--- src/design/lsp_pkg.sv ---
// Shared constants and types for the speech parameter host port
package lsp_pkg;
    // ----------------------------------------
    // Timing
    // ----------------------------------------
    localparam int CLK_HZ = 10_000_000;
    localparam int CONV_HZ = 150_000;
    localparam int CONV_HALF = CLK_HZ / (2 * CONV_HZ);
    localparam logic [5:0] CONV_HALF_M1 = 6'(CONV_HALF - 1);
    localparam logic [3:0] CONV_BITS = 4'h8;
    // ----------------------------------------
    // Parameter rings
    // ----------------------------------------
    localparam int SLOTS = 16;
    localparam int PW = 9;
    localparam int RING_LEN = SLOTS * PW;
    localparam logic [3:0] BIT_LAST = 4'h8;
    localparam logic [3:0] SLOT_LAST = 4'hf;
    // ----------------------------------------
    // Operation codes, address lines
    // ----------------------------------------
    localparam logic [1:0] OP_CTRL = 2'h0;
    localparam logic [1:0] OP_ADDR = 2'h1;
    localparam logic [1:0] OP_STAT = 2'h0;
    localparam logic [1:0] OP_DOUT = 2'h2;
    localparam logic [1:0] OP_FETCH = 2'h3;
    // ----------------------------------------
    // Field positions and reset values
    // ----------------------------------------
    localparam int CTL_SYN = 6;
    localparam int CTL_TINT = 1;
    localparam int CTL_TCLK = 0;
    localparam int STS_BUSY = 7;
    localparam int STS_SYN = 6;
    localparam int STS_COINC = 3;
    localparam int SEL_BUF = 5;
    localparam logic [7:0] CTRL_RST = 8'h00;
    localparam logic [7:0] SEL_RST = 8'h00;
    localparam logic [3:0] IDX_EXC = 4'ha;
    localparam logic [3:0] SYN_LAST = 4'he;
    localparam logic [3:0] REC_T2 = 4'ha;
    localparam logic [3:0] REC_SR = 4'hb;
    // ----------------------------------------
    // Transfer states
    // ----------------------------------------
    typedef enum logic [1:0] {
        PX_IDLE = 2'b00,
        PX_WAIT = 2'b01,
        PX_MOVE = 2'b10
    } lsp_xfer_type;
endpackage : lsp_pkg

--- src/design/lsp_ring_if.sv ---
// Access point signals of one parameter ring
`timescale 1ns/1ps
`default_nettype none
interface lsp_ring_if;
    logic shift_en;
    logic wr_en;
    logic wr_bit;
    logic rd_bit;
    modport ctl (output shift_en, output wr_en, output wr_bit, input rd_bit);
    modport ring (input shift_en, input wr_en, input wr_bit, output rd_bit);
endinterface : lsp_ring_if
`default_nettype wire

--- src/design/lsp_host_port.sv ---
// Processor parameter port of the speech analysis/synthesis device
//
// Contract
// - Selected only while strobe high and select_n low.
// - Writes: 0 control, 1 slot selector, 2/3 input register with A0 LSB.
// - Reads: 0 status, 1 none, 2 output register, 3 also fetch.
// - Coefficient writes capture nine bits, A0 as LSB.
// - Input write sets busy; stored when slot passes; busy clears.
// - Parameters rotate in rings; one bit-serial access point per period.
// - Fetch sets busy; copies slot truncated to eight bits; busy clears.
// - Busy flag visible in status register.
// - Wait pulled low for codes 1,2,3,7 while busy and selected.
// - Low reset holds device; runs after reset returns high.
// - Clock pin: external test clock input or divided clock output.
// - Speech output as eight-bit pulse-width modulation.
// - Three gain-select outputs for external amplifier.
// - Converter clock toggles only while converter enabled, else low.
// - Active-low converter enable; serial converter data input.
// - Active-low open-drain interrupt request output.
// - Ten nine-bit coefficients; index 0 is first filter section.
// - Excitation low bits pick eight of sixteen filter output bits.
// - Selector bits 0-3 index the parameter per mode.
// - Selector bit 5 picks the buffer; host writes keep it, sequence sets it only for recognition SR.
// - Busy is status bit 7; fetch overwrites output register.
// - Selector advances through mode sequence after each transfer.
`timescale 1ns/1ps
`default_nettype none
module lsp_host_port import lsp_pkg::*; (
    // Clock and reset
    input wire logic clk,
    input wire logic resetn,
    // Processor bus pins
    input wire logic strobe,
    input wire logic select_n,
    input wire logic rw,
    input wire logic [1:0] addr,
    input wire logic [7:0] data_i,
    output logic [7:0] data_o,
    output logic data_oe,
    output logic wait_n_o,
    output logic wait_n_oe,
    // Interrupt
    input wire logic irq_req,
    output logic irq_n_o,
    output logic irq_n_oe,
    // Clock pin
    input wire logic clock_pin_i,
    output logic clock_pin_o,
    output logic clock_pin_oe,
    // Speech and gain
    input wire logic [15:0] filter_sample,
    input wire logic [2:0] agc_gain,
    output logic digital_out,
    output logic gain_6,
    output logic gain_12,
    output logic gain_24,
    // Converter
    input wire logic conv_data_in,
    output logic conv_clk_out,
    output logic conv_enable_n,
    output logic [7:0] conv_sample
);
    // ----------------------------------------
    // Reset release and pin synchronisers
    // ----------------------------------------
    logic rst_s1_reg, rst_n;
    logic [14:0] pin_s1_reg, pin_s2_reg;
    always_ff @(posedge clk or negedge resetn) begin
        if (!resetn) begin
            rst_s1_reg <= 1'b0;
            rst_n <= 1'b0;
        end else begin
            rst_s1_reg <= 1'b1;
            rst_n <= rst_s1_reg;
        end
    end
    always_ff @(posedge clk or negedge rst_n) begin
        if (!rst_n) begin
            pin_s1_reg <= '0;
            pin_s2_reg <= '0;
        end else begin
            pin_s1_reg <= {strobe, select_n, rw, addr, data_i,
                           conv_data_in, clock_pin_i};
            pin_s2_reg <= pin_s1_reg;
        end
    end
    logic sel_s, rw_s, cdat_s, ck_s;
    logic [1:0] a_s;
    logic [7:0] d_s;
    assign sel_s = pin_s2_reg[14] & ~pin_s2_reg[13];
    assign rw_s = pin_s2_reg[12];
    assign a_s = pin_s2_reg[11:10];
    assign d_s = pin_s2_reg[9:2];
    assign cdat_s = pin_s2_reg[1];
    assign ck_s = pin_s2_reg[0];

    // ----------------------------------------
    // Bus state and transfer engine
    // ----------------------------------------
    lsp_xfer_type st_reg, st_next;
    logic sel_d_reg, sel_d_next, op_rw_reg, op_rw_next, is_wr_reg, is_wr_next;
    logic [1:0] op_a_reg, op_a_next;
    logic [7:0] op_d_reg, op_d_next, ctrl_reg, ctrl_next;
    logic [7:0] param_slot_select_reg, param_slot_select_next;
    logic [7:0] dout_reg, dout_next, data_o_next;
    logic [8:0] din_reg, din_next, acc_reg, acc_next;
    logic [2:0] exc_reg, exc_next;
    logic [3:0] slot_reg, slot_next, bit_reg, bit_next;
    logic ck_d_reg, shift_en, trail, busy, on_bit, done, ring_rd;
    logic [3:0] idx;

    lsp_ring_if rif0 ();
    lsp_ring_if rif1 ();
    lsp_param_ring u_ring0 (.clk(clk), .rst_n(rst_n), .rif(rif0.ring));
    lsp_param_ring u_ring1 (.clk(clk), .rst_n(rst_n), .rif(rif1.ring));

    assign idx = param_slot_select_reg[3:0];
    assign busy = (st_reg != PX_IDLE);
    assign trail = sel_d_reg & ~sel_s;
    assign shift_en = ctrl_reg[CTL_TCLK] ? (ck_s & ~ck_d_reg) : 1'b1;
    assign ring_rd = param_slot_select_reg[SEL_BUF] ? rif1.rd_bit
                                                    : rif0.rd_bit;
    assign on_bit = busy && shift_en && (slot_reg == idx)
                    && (st_reg == PX_MOVE || bit_reg == 4'h0);
    assign done = on_bit && (bit_reg == BIT_LAST);
    assign rif0.shift_en = shift_en;
    assign rif1.shift_en = shift_en;
    assign rif0.wr_en = on_bit & is_wr_reg & ~param_slot_select_reg[SEL_BUF];
    assign rif1.wr_en = on_bit & is_wr_reg & param_slot_select_reg[SEL_BUF];
    assign rif0.wr_bit = din_reg[bit_reg];
    assign rif1.wr_bit = din_reg[bit_reg];

    function automatic logic [7:0] next_slot(input logic [7:0] s,
                                             input logic syn);
        logic [3:0] i;
        i = s[3:0];
        if (syn) begin
            next_slot = (i == SYN_LAST) ? 8'h00 : {4'h0, i + 4'h1};
        end else if (s[SEL_BUF] || i >= REC_SR) begin
            next_slot = 8'h00;
        end else if (i == REC_T2) begin
            next_slot = 8'h20 | {4'h0, REC_SR};
        end else begin
            next_slot = {4'h0, i + 4'h1};
        end
    endfunction : next_slot

    always_comb begin
        sel_d_next = sel_s;
        op_rw_next = op_rw_reg;
        op_a_next = op_a_reg;
        op_d_next = op_d_reg;
        if (sel_s) begin
            op_rw_next = rw_s;
            op_a_next = a_s;
            op_d_next = d_s;
        end
        st_next = st_reg;
        is_wr_next = is_wr_reg;
        ctrl_next = ctrl_reg;
        param_slot_select_next = param_slot_select_reg;
        din_next = din_reg;
        dout_next = dout_reg;
        acc_next = acc_reg;
        exc_next = exc_reg;
        if (shift_en) begin
            bit_next = (bit_reg == BIT_LAST) ? 4'h0 : bit_reg + 4'h1;
            slot_next = (bit_reg == BIT_LAST) ? slot_reg + 4'h1 : slot_reg;
        end else begin
            bit_next = bit_reg;
            slot_next = slot_reg;
        end
        if (on_bit) begin
            acc_next[bit_reg] = ring_rd;
            st_next = PX_MOVE;
        end
        if (done) begin
            st_next = PX_IDLE;
            if (!is_wr_reg) begin
                dout_next = {ring_rd, acc_reg[7:1]};
            end else if (ctrl_reg[CTL_SYN] && idx == IDX_EXC
                         && !param_slot_select_reg[SEL_BUF]) begin
                exc_next = din_reg[3:1];
            end
            param_slot_select_next = next_slot(param_slot_select_reg,
                                               ctrl_reg[CTL_SYN]);
        end
        if (trail && !op_rw_reg) begin
            if (op_a_reg == OP_CTRL) begin
                ctrl_next = op_d_reg;
            end else if (!busy && op_a_reg == OP_ADDR) begin
                param_slot_select_next = op_d_reg & 8'h2f;
            end else if (!busy) begin
                din_next = {op_d_reg, op_a_reg[0]};
                st_next = PX_WAIT;
                is_wr_next = 1'b1;
            end
        end else if (trail && !busy && op_a_reg == OP_FETCH) begin
            st_next = PX_WAIT;
            is_wr_next = 1'b0;
        end
        case (a_s)
            OP_STAT: data_o_next = {busy, ctrl_reg[CTL_SYN], 2'h0,
                                    slot_reg == idx, 3'h0};
            OP_DOUT, OP_FETCH: data_o_next = dout_reg;
            default: data_o_next = 8'h00;
        endcase
    end

    always_ff @(posedge clk or negedge rst_n) begin
        if (!rst_n) begin
            st_reg <= PX_IDLE;
            sel_d_reg <= 1'b0;
            op_rw_reg <= 1'b0;
            op_a_reg <= 2'h0;
            op_d_reg <= 8'h00;
            is_wr_reg <= 1'b0;
            ctrl_reg <= CTRL_RST;
            param_slot_select_reg <= SEL_RST;
            din_reg <= '0;
            dout_reg <= 8'h00;
            acc_reg <= '0;
            exc_reg <= 3'h0;
            slot_reg <= 4'h0;
            bit_reg <= 4'h0;
            ck_d_reg <= 1'b0;
            data_o <= 8'h00;
        end else begin
            st_reg <= st_next;
            sel_d_reg <= sel_d_next;
            op_rw_reg <= op_rw_next;
            op_a_reg <= op_a_next;
            op_d_reg <= op_d_next;
            is_wr_reg <= is_wr_next;
            ctrl_reg <= ctrl_next;
            param_slot_select_reg <= param_slot_select_next;
            din_reg <= din_next;
            dout_reg <= dout_next;
            acc_reg <= acc_next;
            exc_reg <= exc_next;
            slot_reg <= slot_next;
            bit_reg <= bit_next;
            ck_d_reg <= ck_s;
            data_o <= data_o_next;
        end
    end

    assign data_oe = sel_s & rw_s;
    assign wait_n_o = 1'b0;
    assign wait_n_oe = sel_s & busy & (rw_s ? (a_s == OP_FETCH)
                                            : (a_s != OP_CTRL));
    assign irq_n_o = 1'b0;
    assign irq_n_oe = irq_req;

    // ----------------------------------------
    // Clock pin, PWM output, gain outputs
    // ----------------------------------------
    logic ckout_reg, dig_reg, dig_next;
    logic [7:0] pwm_cnt_reg, pwm_lvl_reg, pwm_lvl_next;
    logic [2:0] gain_reg;
    logic [19:0] ext;
    logic [19:0] win;
    assign ext = {{4{filter_sample[15]}}, filter_sample};
    assign win = ext >> (5'd12 - {2'b00, exc_reg});
    always_comb begin
        pwm_lvl_next = (pwm_cnt_reg == 8'hff) ? (win[7:0] ^ 8'h80)
                                              : pwm_lvl_reg;
        dig_next = ctrl_reg[CTL_TINT] ? rif0.rd_bit
                                      : (pwm_cnt_reg < pwm_lvl_reg);
    end
    always_ff @(posedge clk or negedge rst_n) begin
        if (!rst_n) begin
            ckout_reg <= 1'b0;
            pwm_cnt_reg <= 8'h00;
            pwm_lvl_reg <= 8'h80;
            dig_reg <= 1'b0;
            gain_reg <= 3'h0;
        end else begin
            ckout_reg <= ~ckout_reg;
            pwm_cnt_reg <= pwm_cnt_reg + 8'h01;
            pwm_lvl_reg <= pwm_lvl_next;
            dig_reg <= dig_next;
            gain_reg <= agc_gain;
        end
    end
    assign clock_pin_o = ckout_reg;
    assign clock_pin_oe = ~ctrl_reg[CTL_TCLK];
    assign digital_out = dig_reg;
    assign {gain_24, gain_12, gain_6} = gain_reg;

    // ----------------------------------------
    // Serial converter control
    // ----------------------------------------
    logic conv_on_reg, conv_on_next, cclk_reg, cclk_next;
    logic [5:0] div_reg, div_next;
    logic [3:0] nbit_reg, nbit_next;
    logic [7:0] csh_reg, csh_next, csmp_next;
    always_comb begin
        conv_on_next = conv_on_reg;
        cclk_next = cclk_reg;
        div_next = div_reg;
        nbit_next = nbit_reg;
        csh_next = csh_reg;
        csmp_next = conv_sample;
        if (!conv_on_reg) begin
            if (!ctrl_reg[CTL_SYN] && shift_en && slot_reg == 4'h0
                && bit_reg == 4'h0) begin
                conv_on_next = 1'b1;
                div_next = 6'h00;
                nbit_next = 4'h0;
            end
        end else if (div_reg == CONV_HALF_M1) begin
            div_next = 6'h00;
            cclk_next = ~cclk_reg;
            if (!cclk_reg) begin
                csh_next = {csh_reg[6:0], cdat_s};
                nbit_next = nbit_reg + 4'h1;
            end else if (nbit_reg == CONV_BITS) begin
                conv_on_next = 1'b0;
                csmp_next = csh_reg;
            end
        end else begin
            div_next = div_reg + 6'h01;
        end
    end
    always_ff @(posedge clk or negedge rst_n) begin
        if (!rst_n) begin
            conv_on_reg <= 1'b0;
            cclk_reg <= 1'b0;
            div_reg <= 6'h00;
            nbit_reg <= 4'h0;
            csh_reg <= 8'h00;
            conv_sample <= 8'h00;
        end else begin
            conv_on_reg <= conv_on_next;
            cclk_reg <= cclk_next;
            div_reg <= div_next;
            nbit_reg <= nbit_next;
            csh_reg <= csh_next;
            conv_sample <= csmp_next;
        end
    end
    assign conv_clk_out = cclk_reg;
    assign conv_enable_n = ~conv_on_reg;
endmodule : lsp_host_port
`default_nettype wire

--- src/design/lsp_param_ring.sv ---
// Recirculating bit-serial parameter ring
`timescale 1ns/1ps
`default_nettype none
module lsp_param_ring import lsp_pkg::*; (
    // Clock and reset
    input wire logic clk,
    input wire logic rst_n,
    // Access point
    lsp_ring_if.ring rif
);
    logic [RING_LEN-1:0] ring_reg;
    logic [RING_LEN-1:0] ring_next;

    // ----------------------------------------
    // Rotate, replacing the bit at the access point on writes
    // ----------------------------------------
    always_comb begin
        ring_next = ring_reg;
        if (rif.shift_en) begin
            ring_next = {(rif.wr_en ? rif.wr_bit : ring_reg[0]),
                         ring_reg[RING_LEN-1:1]};
        end
    end

    always_ff @(posedge clk or negedge rst_n) begin
        if (!rst_n) begin
            ring_reg <= '0;
        end else begin
            ring_reg <= ring_next;
        end
    end

    assign rif.rd_bit = ring_reg[0];
endmodule : lsp_param_ring
`default_nettype wire

--- config.mk ---
export PLATFORM = sky130hd
export DESIGN_NAME = lsp_host_port
export DESIGN_NICKNAME = d
export VERILOG_FILES = /design/src/design/lsp_pkg.sv /design/src/design/lsp_ring_if.sv /design/src/design/lsp_host_port.sv /design/src/design/lsp_param_ring.sv
export SDC_FILE = /design/constraint.sdc
export NUM_CORES = 1
export LEC_CHECK = 0
export BUFFER_PORTS_ARGS = -buffer_cell sky130_fd_sc_hd__buf_2
export CAP_MARGIN = 15
export CORE_MARGIN = 2
export CORE_UTILIZATION = 49
export CTS_BUF_LIST = sky130_fd_sc_hd__clkbuf_2
export CTS_CLUSTER_SIZE = 16
export DETAILED_ROUTE_END_ITERATION = 6
export PLACE_DENSITY = 0.66
export SLEW_MARGIN = 30
export SYNTH_ARGS = -nofsm -noshare
export SYNTH_HDL_FRONTEND = slang
export SYNTH_SLANG_ARGS = --single-unit
export TNS_END_PERCENT = 1
--- constraint.sdc ---
create_clock -name clk -period 18.1 [get_ports clk]
set_input_delay 0.905 -clock clk [delete_from_list [all_inputs] [get_ports clk]]
set_output_delay 0.905 -clock clk [all_outputs]
set_load 0.05 [all_outputs]
; ---- Word-level counts from Yosys, hierarchy flattened
; Index checks and enable logic that the tools add are counted.
[totals]
ff_bits = 445
out_inout_bits = 29
in_bits = 37
[op_classes]
bitwise = 22
mux = 45
shift = 1
eq_ne = 17
order_cmp = 4
reduce_logical = 39
add_sub_neg = 7
[ops]
columns = operator, count
row1 = $mux 6, 6
row2 = $mux 8, 4
row3 = $mux 4, 6
row4 = $shr 20x5->8, 1
row5 = $mux 1, 18
row6 = $add 4x1->4 const B, 4
row7 = $eq 4x4->1 const B, 4
row8 = $pmux 8 s2, 1
row9 = $logic_and 1x1->1, 14
row10 = $mux 2, 7
row11 = $not 1->1, 13
row12 = $reduce_and 4->1, 3
row13 = $and 1x1->1, 9
row14 = $bwmux 9, 1
row15 = $reduce_and 3->1, 3
row16 = $add 8x1->8 const B, 1
row17 = $eq 2x2->1 const B, 4
row18 = $eq 8x8->1 const B, 1
row19 = $logic_not 4->1, 2
row20 = $lt 8x8->1, 1
row21 = $ne 2x2->1 const B, 4
row22 = $reduce_and 2->1, 4
row23 = $reduce_bool 2->1, 4
row24 = $add 6x1->6 const B, 1
row25 = other kinds (14), 19

; ---- Longest topological paths before layout
; Gate-level depths: netlist (run 1).
[logic_depth]
depth_word = 12
mapped_depth = 11
ltp_nobuf = 7

; ---- Cells and area by module
; Synthesis (run 1) repeated with hierarchy kept, for this count alone.
[unflattened]
hier_cells = 1171
area_unflattened_um2 = 17755.8
[by_module_without_submodules]
columns = mod, instances, cells_per_inst, seq_area_each_um2, area_each_um2
row1 = lsp_param_ring, 2, 306, 3603.5, 5536.6
row2 = lsp_host_port, 1, 559, 3704.8, 6682.7

; ---- Worst setup path after synthesis (run 1)
; Ideal clock, no wire load.
[synth_timing]
kind = register -> output
startpoint = reg pin_s2_reg[13]
endpoint = out wait_n_oe
t_arrival_ns = 1.914
stages_incl_launch_ff = 4
path_slack_ns = 15.281
path_cell_list = dfrtp_1 > nand2b_1 > clkbuf_1 > nor3b_1
[synth_between]
elab_chain_len = 4
[synth_lines]
columns = item, line_no
row1 = start: declaration, lsp_host_port.sv:67  ; logic [14:0] pin_s1_reg, pin_s2_reg;
row2 = start signal: assignment, lsp_host_port.sv:84  ; pin_s2_reg <= pin_s1_reg;
row3 = $not 1->1, lsp_host_port.sv:90  ; assign sel_s = pin_s2_reg[14] & ~pin_s2_reg[13];
row4 = $and 1x1->1, lsp_host_port.sv:90
row5 = $and 1x1->1 (2 in series), lsp_host_port.sv:250  ; assign wait_n_oe = sel_s & busy & (rw_s ? (a_s == OP_FETCH)
row6 = end: declaration, lsp_host_port.sv:41  ; output logic wait_n_oe,
; Every way passes these cells.

; ---- Final worst setup path (run 1)
; Same ends and word-level chain as after synthesis.

==> results.sh, run 1 <==
export IMPL_run_status="completed"
export IMPL_ir_worst_vdd_v=0.0000764
export IMPL_clock_sinks=436
export IMPL_ys_warnings_count=0
export IMPL_skew_ns=0.0458
export IMPL_root_buffer="clkbuf_2"
export IMPL_p_per_area_nw_per_um2=108
export IMPL_intPower_mw=1.40
export IMPL_row_count=69
export IMPL_hold_buffers=19
export IMPL_synth_top_area_cell="dfrtp_1"
export IMPL_slew_headroom_pct=35.3
export IMPL_crit_arrival_ns=2.33
export IMPL_vias_per_cell=4.89
export IMPL_synthArstFlopShare_pct=100
export IMPL_period_minus_slack_ns=3.23
export IMPL_track_usage_pct=17.4
export IMPL_power_frac_clock_pct=32.0
export IMPL_ioPinCount=66
export IMPL_finalPower_mw=2.09
export IMPL_routed_via_count=11927
export IMPL_power_leakage_nw=10.7
export IMPL_crit_type="reg2out"
export IMPL_cts_buffers=108
export IMPL_max_freq_mhz=309
export IMPL_place_port_buffers=61
export IMPL_seq_power_share_pct=52.2
export IMPL_dpl_hpwl_um=17600
export IMPL_max_stage_delay_ns=0.37
export IMPL_grt_pass1_vias=11571
export IMPL_die_w_um=193
export IMPL_synth_distinct_cells=63
export IMPL_cp_end_kind="output pin"
export IMPL_wl_um=30500
export IMPL_htreeDepth=3
export IMPL_min_path_type="in2async"
export IMPL_final_setup_tns_ns=0
export IMPL_clk_latency_ns=1.00
export IMPL_drive_gt1_share_pct=16.1
export IMPL_hold_viol_final=0
export IMPL_start_kind="flip-flop"
export IMPL_synth_common_cells="nand2_1 (930), dfrtp_1 (435), clkbuf_1 (73)"
export IMPL_gp_congestion=0.882
export IMPL_grt_overflow_total=0
export IMPL_cts_resized=0
export IMPL_post_drt_wl_per_cell_um=12.5
export IMPL_fin_nets=1951
export IMPL_maxSlewViolCount=0
export IMPL_ys_seq_area_share_pct=62.6
export IMPL_cts_tree="done"
export IMPL_pre_cts_ws_ns=15.11
export IMPL_max_cap_violations=0
export IMPL_yosysMostFrequentCell="nand2_1"
export IMPL_drt_iter0_markers=832
export IMPL_drc_errors=0
export IMPL_grt_max_degree=217
export IMPL_setup_viol=0
export IMPL_grt_pass1_wl_um=53500
export IMPL_core_area_um2=35300
export IMPL_worstPathRequired_ns=17.19
export IMPL_die_area_um2=37100
export IMPL_worst_path_max_fanout=14
export IMPL_n_fill_cell=3180
export IMPL_post_cts_buffers=0
export IMPL_clk_pin_slew_ns=0.10
export IMPL_yosys_area_top_type_share_pct=62.5
export IMPL_finalWorstSetupSlack_ns=14.87
export IMPL_rsz0062_at_grt="false"
export IMPL_start_util_pct=49.3
export IMPL_switching_share_pct=32.8
export IMPL_antenna_found_initial=2
export IMPL_synth_cells=1779
export IMPL_cp_cell_sequence="nand2b_1 > nor3b_1 > buf_2"
export IMPL_netlist_area_um2=17400
export IMPL_multiInputGateArea_um2=6070
export IMPL_area_sequential_um2=10900
export IMPL_fin_crit_sh_pct=17.9
export IMPL_yosys_most_used_dff="dfrtp_1"
export IMPL_combPwrFrac_pct=15.8
export IMPL_avgSynthCellArea_um2=9.79
export IMPL_cpMaxStageDelayCell="dfrtp_1"
export IMPL_synth_edff_count=0
export IMPL_ant_nets=0
export IMPL_tightest_slew_ns=0.970
export IMPL_firstDrtPassIters=5
export IMPL_synth_seq_cells=436
export IMPL_synth_top_cells_by_area="dfrtp_1 (62%), nand2_1 (20%), mux2_2 (3.6%)"
export IMPL_fp_dieH_um=193
export IMPL_cts_max_path_buffers=3
export IMPL_syn2layout_area_growth_pct=11.0
export IMPL_switchingPower_mw=0.684
[critical path, delay by kind of cell, from the launching register on]
| kind | cells | cell delay [ns] |
|---|---|---|
| flip-flops | 1 | 0.37 |
| buffers and inverters | 1 | 0.30 |
| AND/OR/NAND/NOR | 2 | 0.69 |
[final timing paths]
path	start	end	slack, ns	cells past startpoint
max	pin_s2_reg[13]	wait_n_oe	14.87	3
min reg2reg	rst_n	u_ring0.ring_reg[65]	0.31	0
max reg2reg	exc_reg[0]	pwm_lvl_reg[3]	15.41	7
min in group clk	pin_s1_reg[11]	pin_s2_reg[11]	0.35	0
max in group asynchronous	rst_n	pwm_lvl_reg[7]	15.97	3
min	resetn	rst_n	0.25	2
[metal layers]
layer	vias to the layer above	GRT usage, %	share of wire [%]
li1	5908	-	-
met1	5725	24.1	47
met2	232	26.4	46
met3	62	4.15	4.6
met4	0	7.87	2.4
met5	-	0	0
[logic make-up after synthesis]
logic type | after synthesis | share of synthesized area, %
fa+ha+maj | 23 | 1.62
simple gates | 1017 | 23.2
xor+xnor | 19 | 0.955
buf+inv | 117 | 2.71
compound gates | 89 | 3.33
flops | 436 | 62.6
other cells | 2 | 0.0431
mux | 76 | 5.56
[power by group through the flow]
stage / combinational (mW) / sequential (mW) / clock, mW
finish: 0.331 / 1.09 / 0.667
global route: 0.374 / 1.10 / 0.754
CTS: 0.334 / 1.09 / 0.699
global placement: 0.325 / 1.11 / 0
detailed placement: 0.330 / 1.11 / 0
floorplan: 0.260 / 1.10 / 0
[cells in the final DEF, fill, tap and decap left out, drive strengths merged, types with 21 or more instances in the layout]
master,count
ha,21
buf,71
inv,30
clkbuf,151
dfrtp,435
o21ai,36
nor2,21
clkinv,33
nand2,930
mux2,56
[area by class of cell]
type	count	area share [%]
Multi-Input combinational cell	1227	31.4
Clock inverter	39	1.36
Inverter	30	0.582
Antenna cell	3	0.0388
Tap cell	461	2.98
Sequential cell	436	56.4
Timing Repair Buffer	90	3.34
Clock buffer	151	3.91
[stage by stage]
step | util, % | area (µm²) | std cells | hold WS (ns)
floorplan | - | 17400 | 1780 | 0.331
global placement | 51.1 | 18100 | 2223 | 0.329
detailed placement | 51.3 | 18100 | 2224 | 0.335
CTS | 54.7 | 19300 | 2433 | 0.127
global route | 54.8 | 19300 | 2437 | 0.128
finish | 54.8 | 19300 | 2437 | 0.252
(Power assumes the default switching activity.)
==> run 2: changes to the inputs <==
Settings changed: ABC_AREA from default to 1, PLACE_DENSITY 0.66 to 0.65.
Clock period 18.1 ns to 3 ns, I/O delays scaled along.
==> run 2 against run 1 <==
Against the previous run: worst setup slack worse by 15 ns; clock power grew to 5.7 times the previous value; critical endpoint is now pwm_lvl_reg[4]; register-to-register slack worse by 15 ns; cell area is 3.9% higher; routed wire length is 7.7% higher; critical path depth is 9 higher; sequential cell count stayed put; clock skew is 0.012 ns higher; global-route usage is 0.84 points higher; non-clock buffer count is 60 higher; total power grew to 6.1 times the previous value.
==> results.sh, run 2 <==
export IMPL_track_usage_pct=18.3
export IMPL_cpMaxStageDelayCell="dlygate4sd3_1"
export IMPL_firstDrtPassIters=4
export IMPL_design_area_um2=20100
export IMPL_max_freq_mhz=364
export IMPL_place_port_buffers=61
export IMPL_fin_util_pct=56.5
export IMPL_min_path_type="in2reg"
export IMPL_maxSlewViolCount=0
export IMPL_synth_area_mux_share_pct=0
export IMPL_setup_viol=0
export IMPL_ys_warnings_count=0
export IMPL_syn2layout_area_growth_pct=13.8
export IMPL_grt_overflow_total=0
export IMPL_dpl_hpwl_um=19600
export IMPL_n_fill_cell=3235
export IMPL_synth_top_family_by_area="simple AND/OR/NAND/NOR gates"
export IMPL_cts_max_path_buffers=3
export IMPL_die_w_um=194
export IMPL_ir_worst_vdd_v=0.000374
export IMPL_antenna_found_initial=1
export IMPL_fin_crit_sh_pct=91.6
export IMPL_skew_ns=0.0582
export IMPL_cp_end_kind="flip-flop"
export IMPL_max_stage_delay_ns=0.63
export IMPL_wl_um=32800
export IMPL_worst_path_buf_inv=3
export IMPL_slew_headroom_pct=43.7
export IMPL_start_kind="flip-flop"
export IMPL_final_setup_tns_ns=0
export IMPL_synth_simple_gate_area_share_pct=27.7
export IMPL_run_status="completed"
export IMPL_synth_top_cells_by_area="dfrtp_1 (62%), nand2_1 (24%), inv_1 (2.3%)"
export IMPL_row_count=69
export IMPL_synth_seq_cells=436
export IMPL_hold_viol_final=0
export IMPL_root_buffer="clkbuf_2"
export IMPL_cp_cell_sequence="buf_4 > or2_2 > o21ai_0 > dlygate4sd3_1 > nand2_1 > nand3_1 > nand2_1 > dlygate4sd3_1 > nand2_1 > nand2_1 > nand2_1 > nand2_1"
export IMPL_vias_per_cell=4.74
export IMPL_placed_cell_area_um2=18400
export IMPL_drt_iter0_markers=907
export IMPL_htreeDepth=3
export IMPL_synth_compound_area_share_pct=3.51
export IMPL_post_drt_wl_per_cell_um=11.9
export IMPL_clk_latency_ns=1.00
export IMPL_grt_max_degree=243
export IMPL_synth_cells=2032
export IMPL_die_area_um2=37600
export IMPL_post_cts_buffers=0
export IMPL_fp_dieH_um=194
export IMPL_rsz0062_at_grt="false"
export IMPL_finalPower_mw=12.7
export IMPL_layout_commonest_cell="nand2_1"
export IMPL_grt_pass1_vias=12969
export IMPL_ant_nets=0
export IMPL_tightest_slew_ns=0.836
export IMPL_synth_distinct_cells=41
export IMPL_drive_gt1_share_pct=12.0
export IMPL_start_util_pct=49.7
export IMPL_final_cell_mix="nand2_1 (1115), dfrtp_1 (434), clkbuf_2 (152)"
export IMPL_yosys_area_top_type_share_pct=61.6
export IMPL_cts_buffers=109
export IMPL_routed_via_count=13021
export IMPL_period_minus_slack_ns=2.75
export IMPL_synth_xor_area_share_pct=0.843
export IMPL_yosysMostFrequentCell="nand2_1"
export IMPL_core_area_um2=35600
export IMPL_worst_path_max_fanout=21
export IMPL_drc_errors=0
export IMPL_synthAdderAreaFrac_pct=1.49
export IMPL_gp_congestion=0.884
export IMPL_grt_pass1_wl_um=58700
export IMPL_clk_pin_slew_ns=0.09
export IMPL_fin_nets=2268
export IMPL_ioPinCount=66
export IMPL_ys_seq_area_share_pct=61.8
export IMPL_cp_top_family="buffers and inverters"
export IMPL_avgSynthCellArea_um2=8.69
export IMPL_synth_top_area_cell="dfrtp_1"
export IMPL_clock_sinks=436
export IMPL_cp_common_cell="nand2_1"
export IMPL_netlist_area_um2=17700
export IMPL_p_per_area_nw_per_um2=630
export IMPL_yosys_most_used_dff="dfrtp_1"
export IMPL_power_leakage_nw=11.3
export IMPL_synth_common_cells="nand2_1 (1116), dfrtp_1 (435), inv_1 (107)"
export IMPL_cts_tree="done"
export IMPL_worstPathRequired_ns=3.84
export IMPL_max_cap_violations=0
export IMPL_crit_type="reg2reg"
export IMPL_crit_arrival_ns=3.58
export IMPL_synth_edff_count=0
export IMPL_synthArstFlopShare_pct=100
run 2: cell count changes after synthesis, sizes merged, moves of 11 or more:
cell | before | now
nor2 | 21 | 39
inv | 30 | 110
mux2 | 56 | 0
o21ai | 36 | 88
nand3 | 19 | 62
clkbuf | 74 | 39
nand2 | 930 | 1118
buf | 13 | 45
mux4 | 11 | 0
run 2: path summary, 6_finish.rpt:
kind                                    from                   end  slack [ns]  cells after the start
max                               exc_reg[0]        pwm_lvl_reg[4]        0.25                     12
min                        filter_sample[15]        pwm_lvl_reg[3]        0.20                      6
max reg2reg                       exc_reg[0]        pwm_lvl_reg[4]        0.25                     12
min reg2reg                            rst_n  u_ring0.ring_reg[96]        0.26                      0
max in group asynchronous              rst_n  u_ring1.ring_reg[38]        1.80                      1
min in group asynchronous              rst_n  u_ring0.ring_reg[96]        0.26                      0
run 2: layout make-up:
class	count	area (µm²)	share of cell area, %
repair buffers	150	1270	6.33
multi-input cells	1402	5960	29.7
diodes	1	2.50	0.0125
clock buffers	152	761	3.79
clock inverters	36	183	0.909
flip-flops and latches	436	10900	54.3
well taps	461	577	2.87
inverters	111	424	2.11
run 2: through the flow:
| step | instances | hold slack, ns | worst slack, ns |
|---|---|---|---|
| 4_1_cts | 2747 | 0.0815 | 0.0311 |
| 2_1_floorplan | 2033 | -0.146 | -1.27 |
| 6_report | 2749 | 0.204 | 0.252 |
| 3_5_place_dp | 2488 | -0.0608 | 0.735 |
| 5_1_grt | 2749 | 0.179 | 0.0708 |
| 3_3_place_gp | 2488 | -0.0608 | 0.751 |
run 2: logic make-up after synthesis:
family / Yosys count
AO/OA/AOI/OAI: 112
XOR/XNOR: 17
adder cells (fa/ha/maj): 21
buffers and inverters: 195
flip-flops: 436
other: 2
AND/OR/NAND/NOR: 1249
run 2: report_power, final:
group | total (mW) | internal [mW] | switching, mW
combinational | 2.19 | 0.660 | 1.53
sequential | 6.70 | 6.34 | 0.358
clock | 3.77 | 1.46 | 2.30
run 2: per-layer routing:
metal / vias up / part of all wire, % / track usage (%)
met2: 220 / 45 / 28.3
met5: - / 0 / 0
li1: 6640 / - / -
met3: 69 / 4.4 / 4.54
met4: 0 / 2.5 / 7.32
met1: 6092 / 48 / 25.0
run 2: worst reg2reg max path: cells and delay by family, from the launching register on:
family | cells | cell delay, ns
AO/OA/AOI/OAI | 1 | 0.10
buffers and inverters | 3 | 1.39
flip-flops | 1 | 0.39
AND/OR/NAND/NOR | 8 | 0.74
run 2: repair_timing:
action | 4_1_cts | 5_1_grt
resized for setup | 0 | 2
endpoints found under the hold margin | 28 | 0
setup endpoints to repair | 0 | 5
hold buffers | 71 | 0
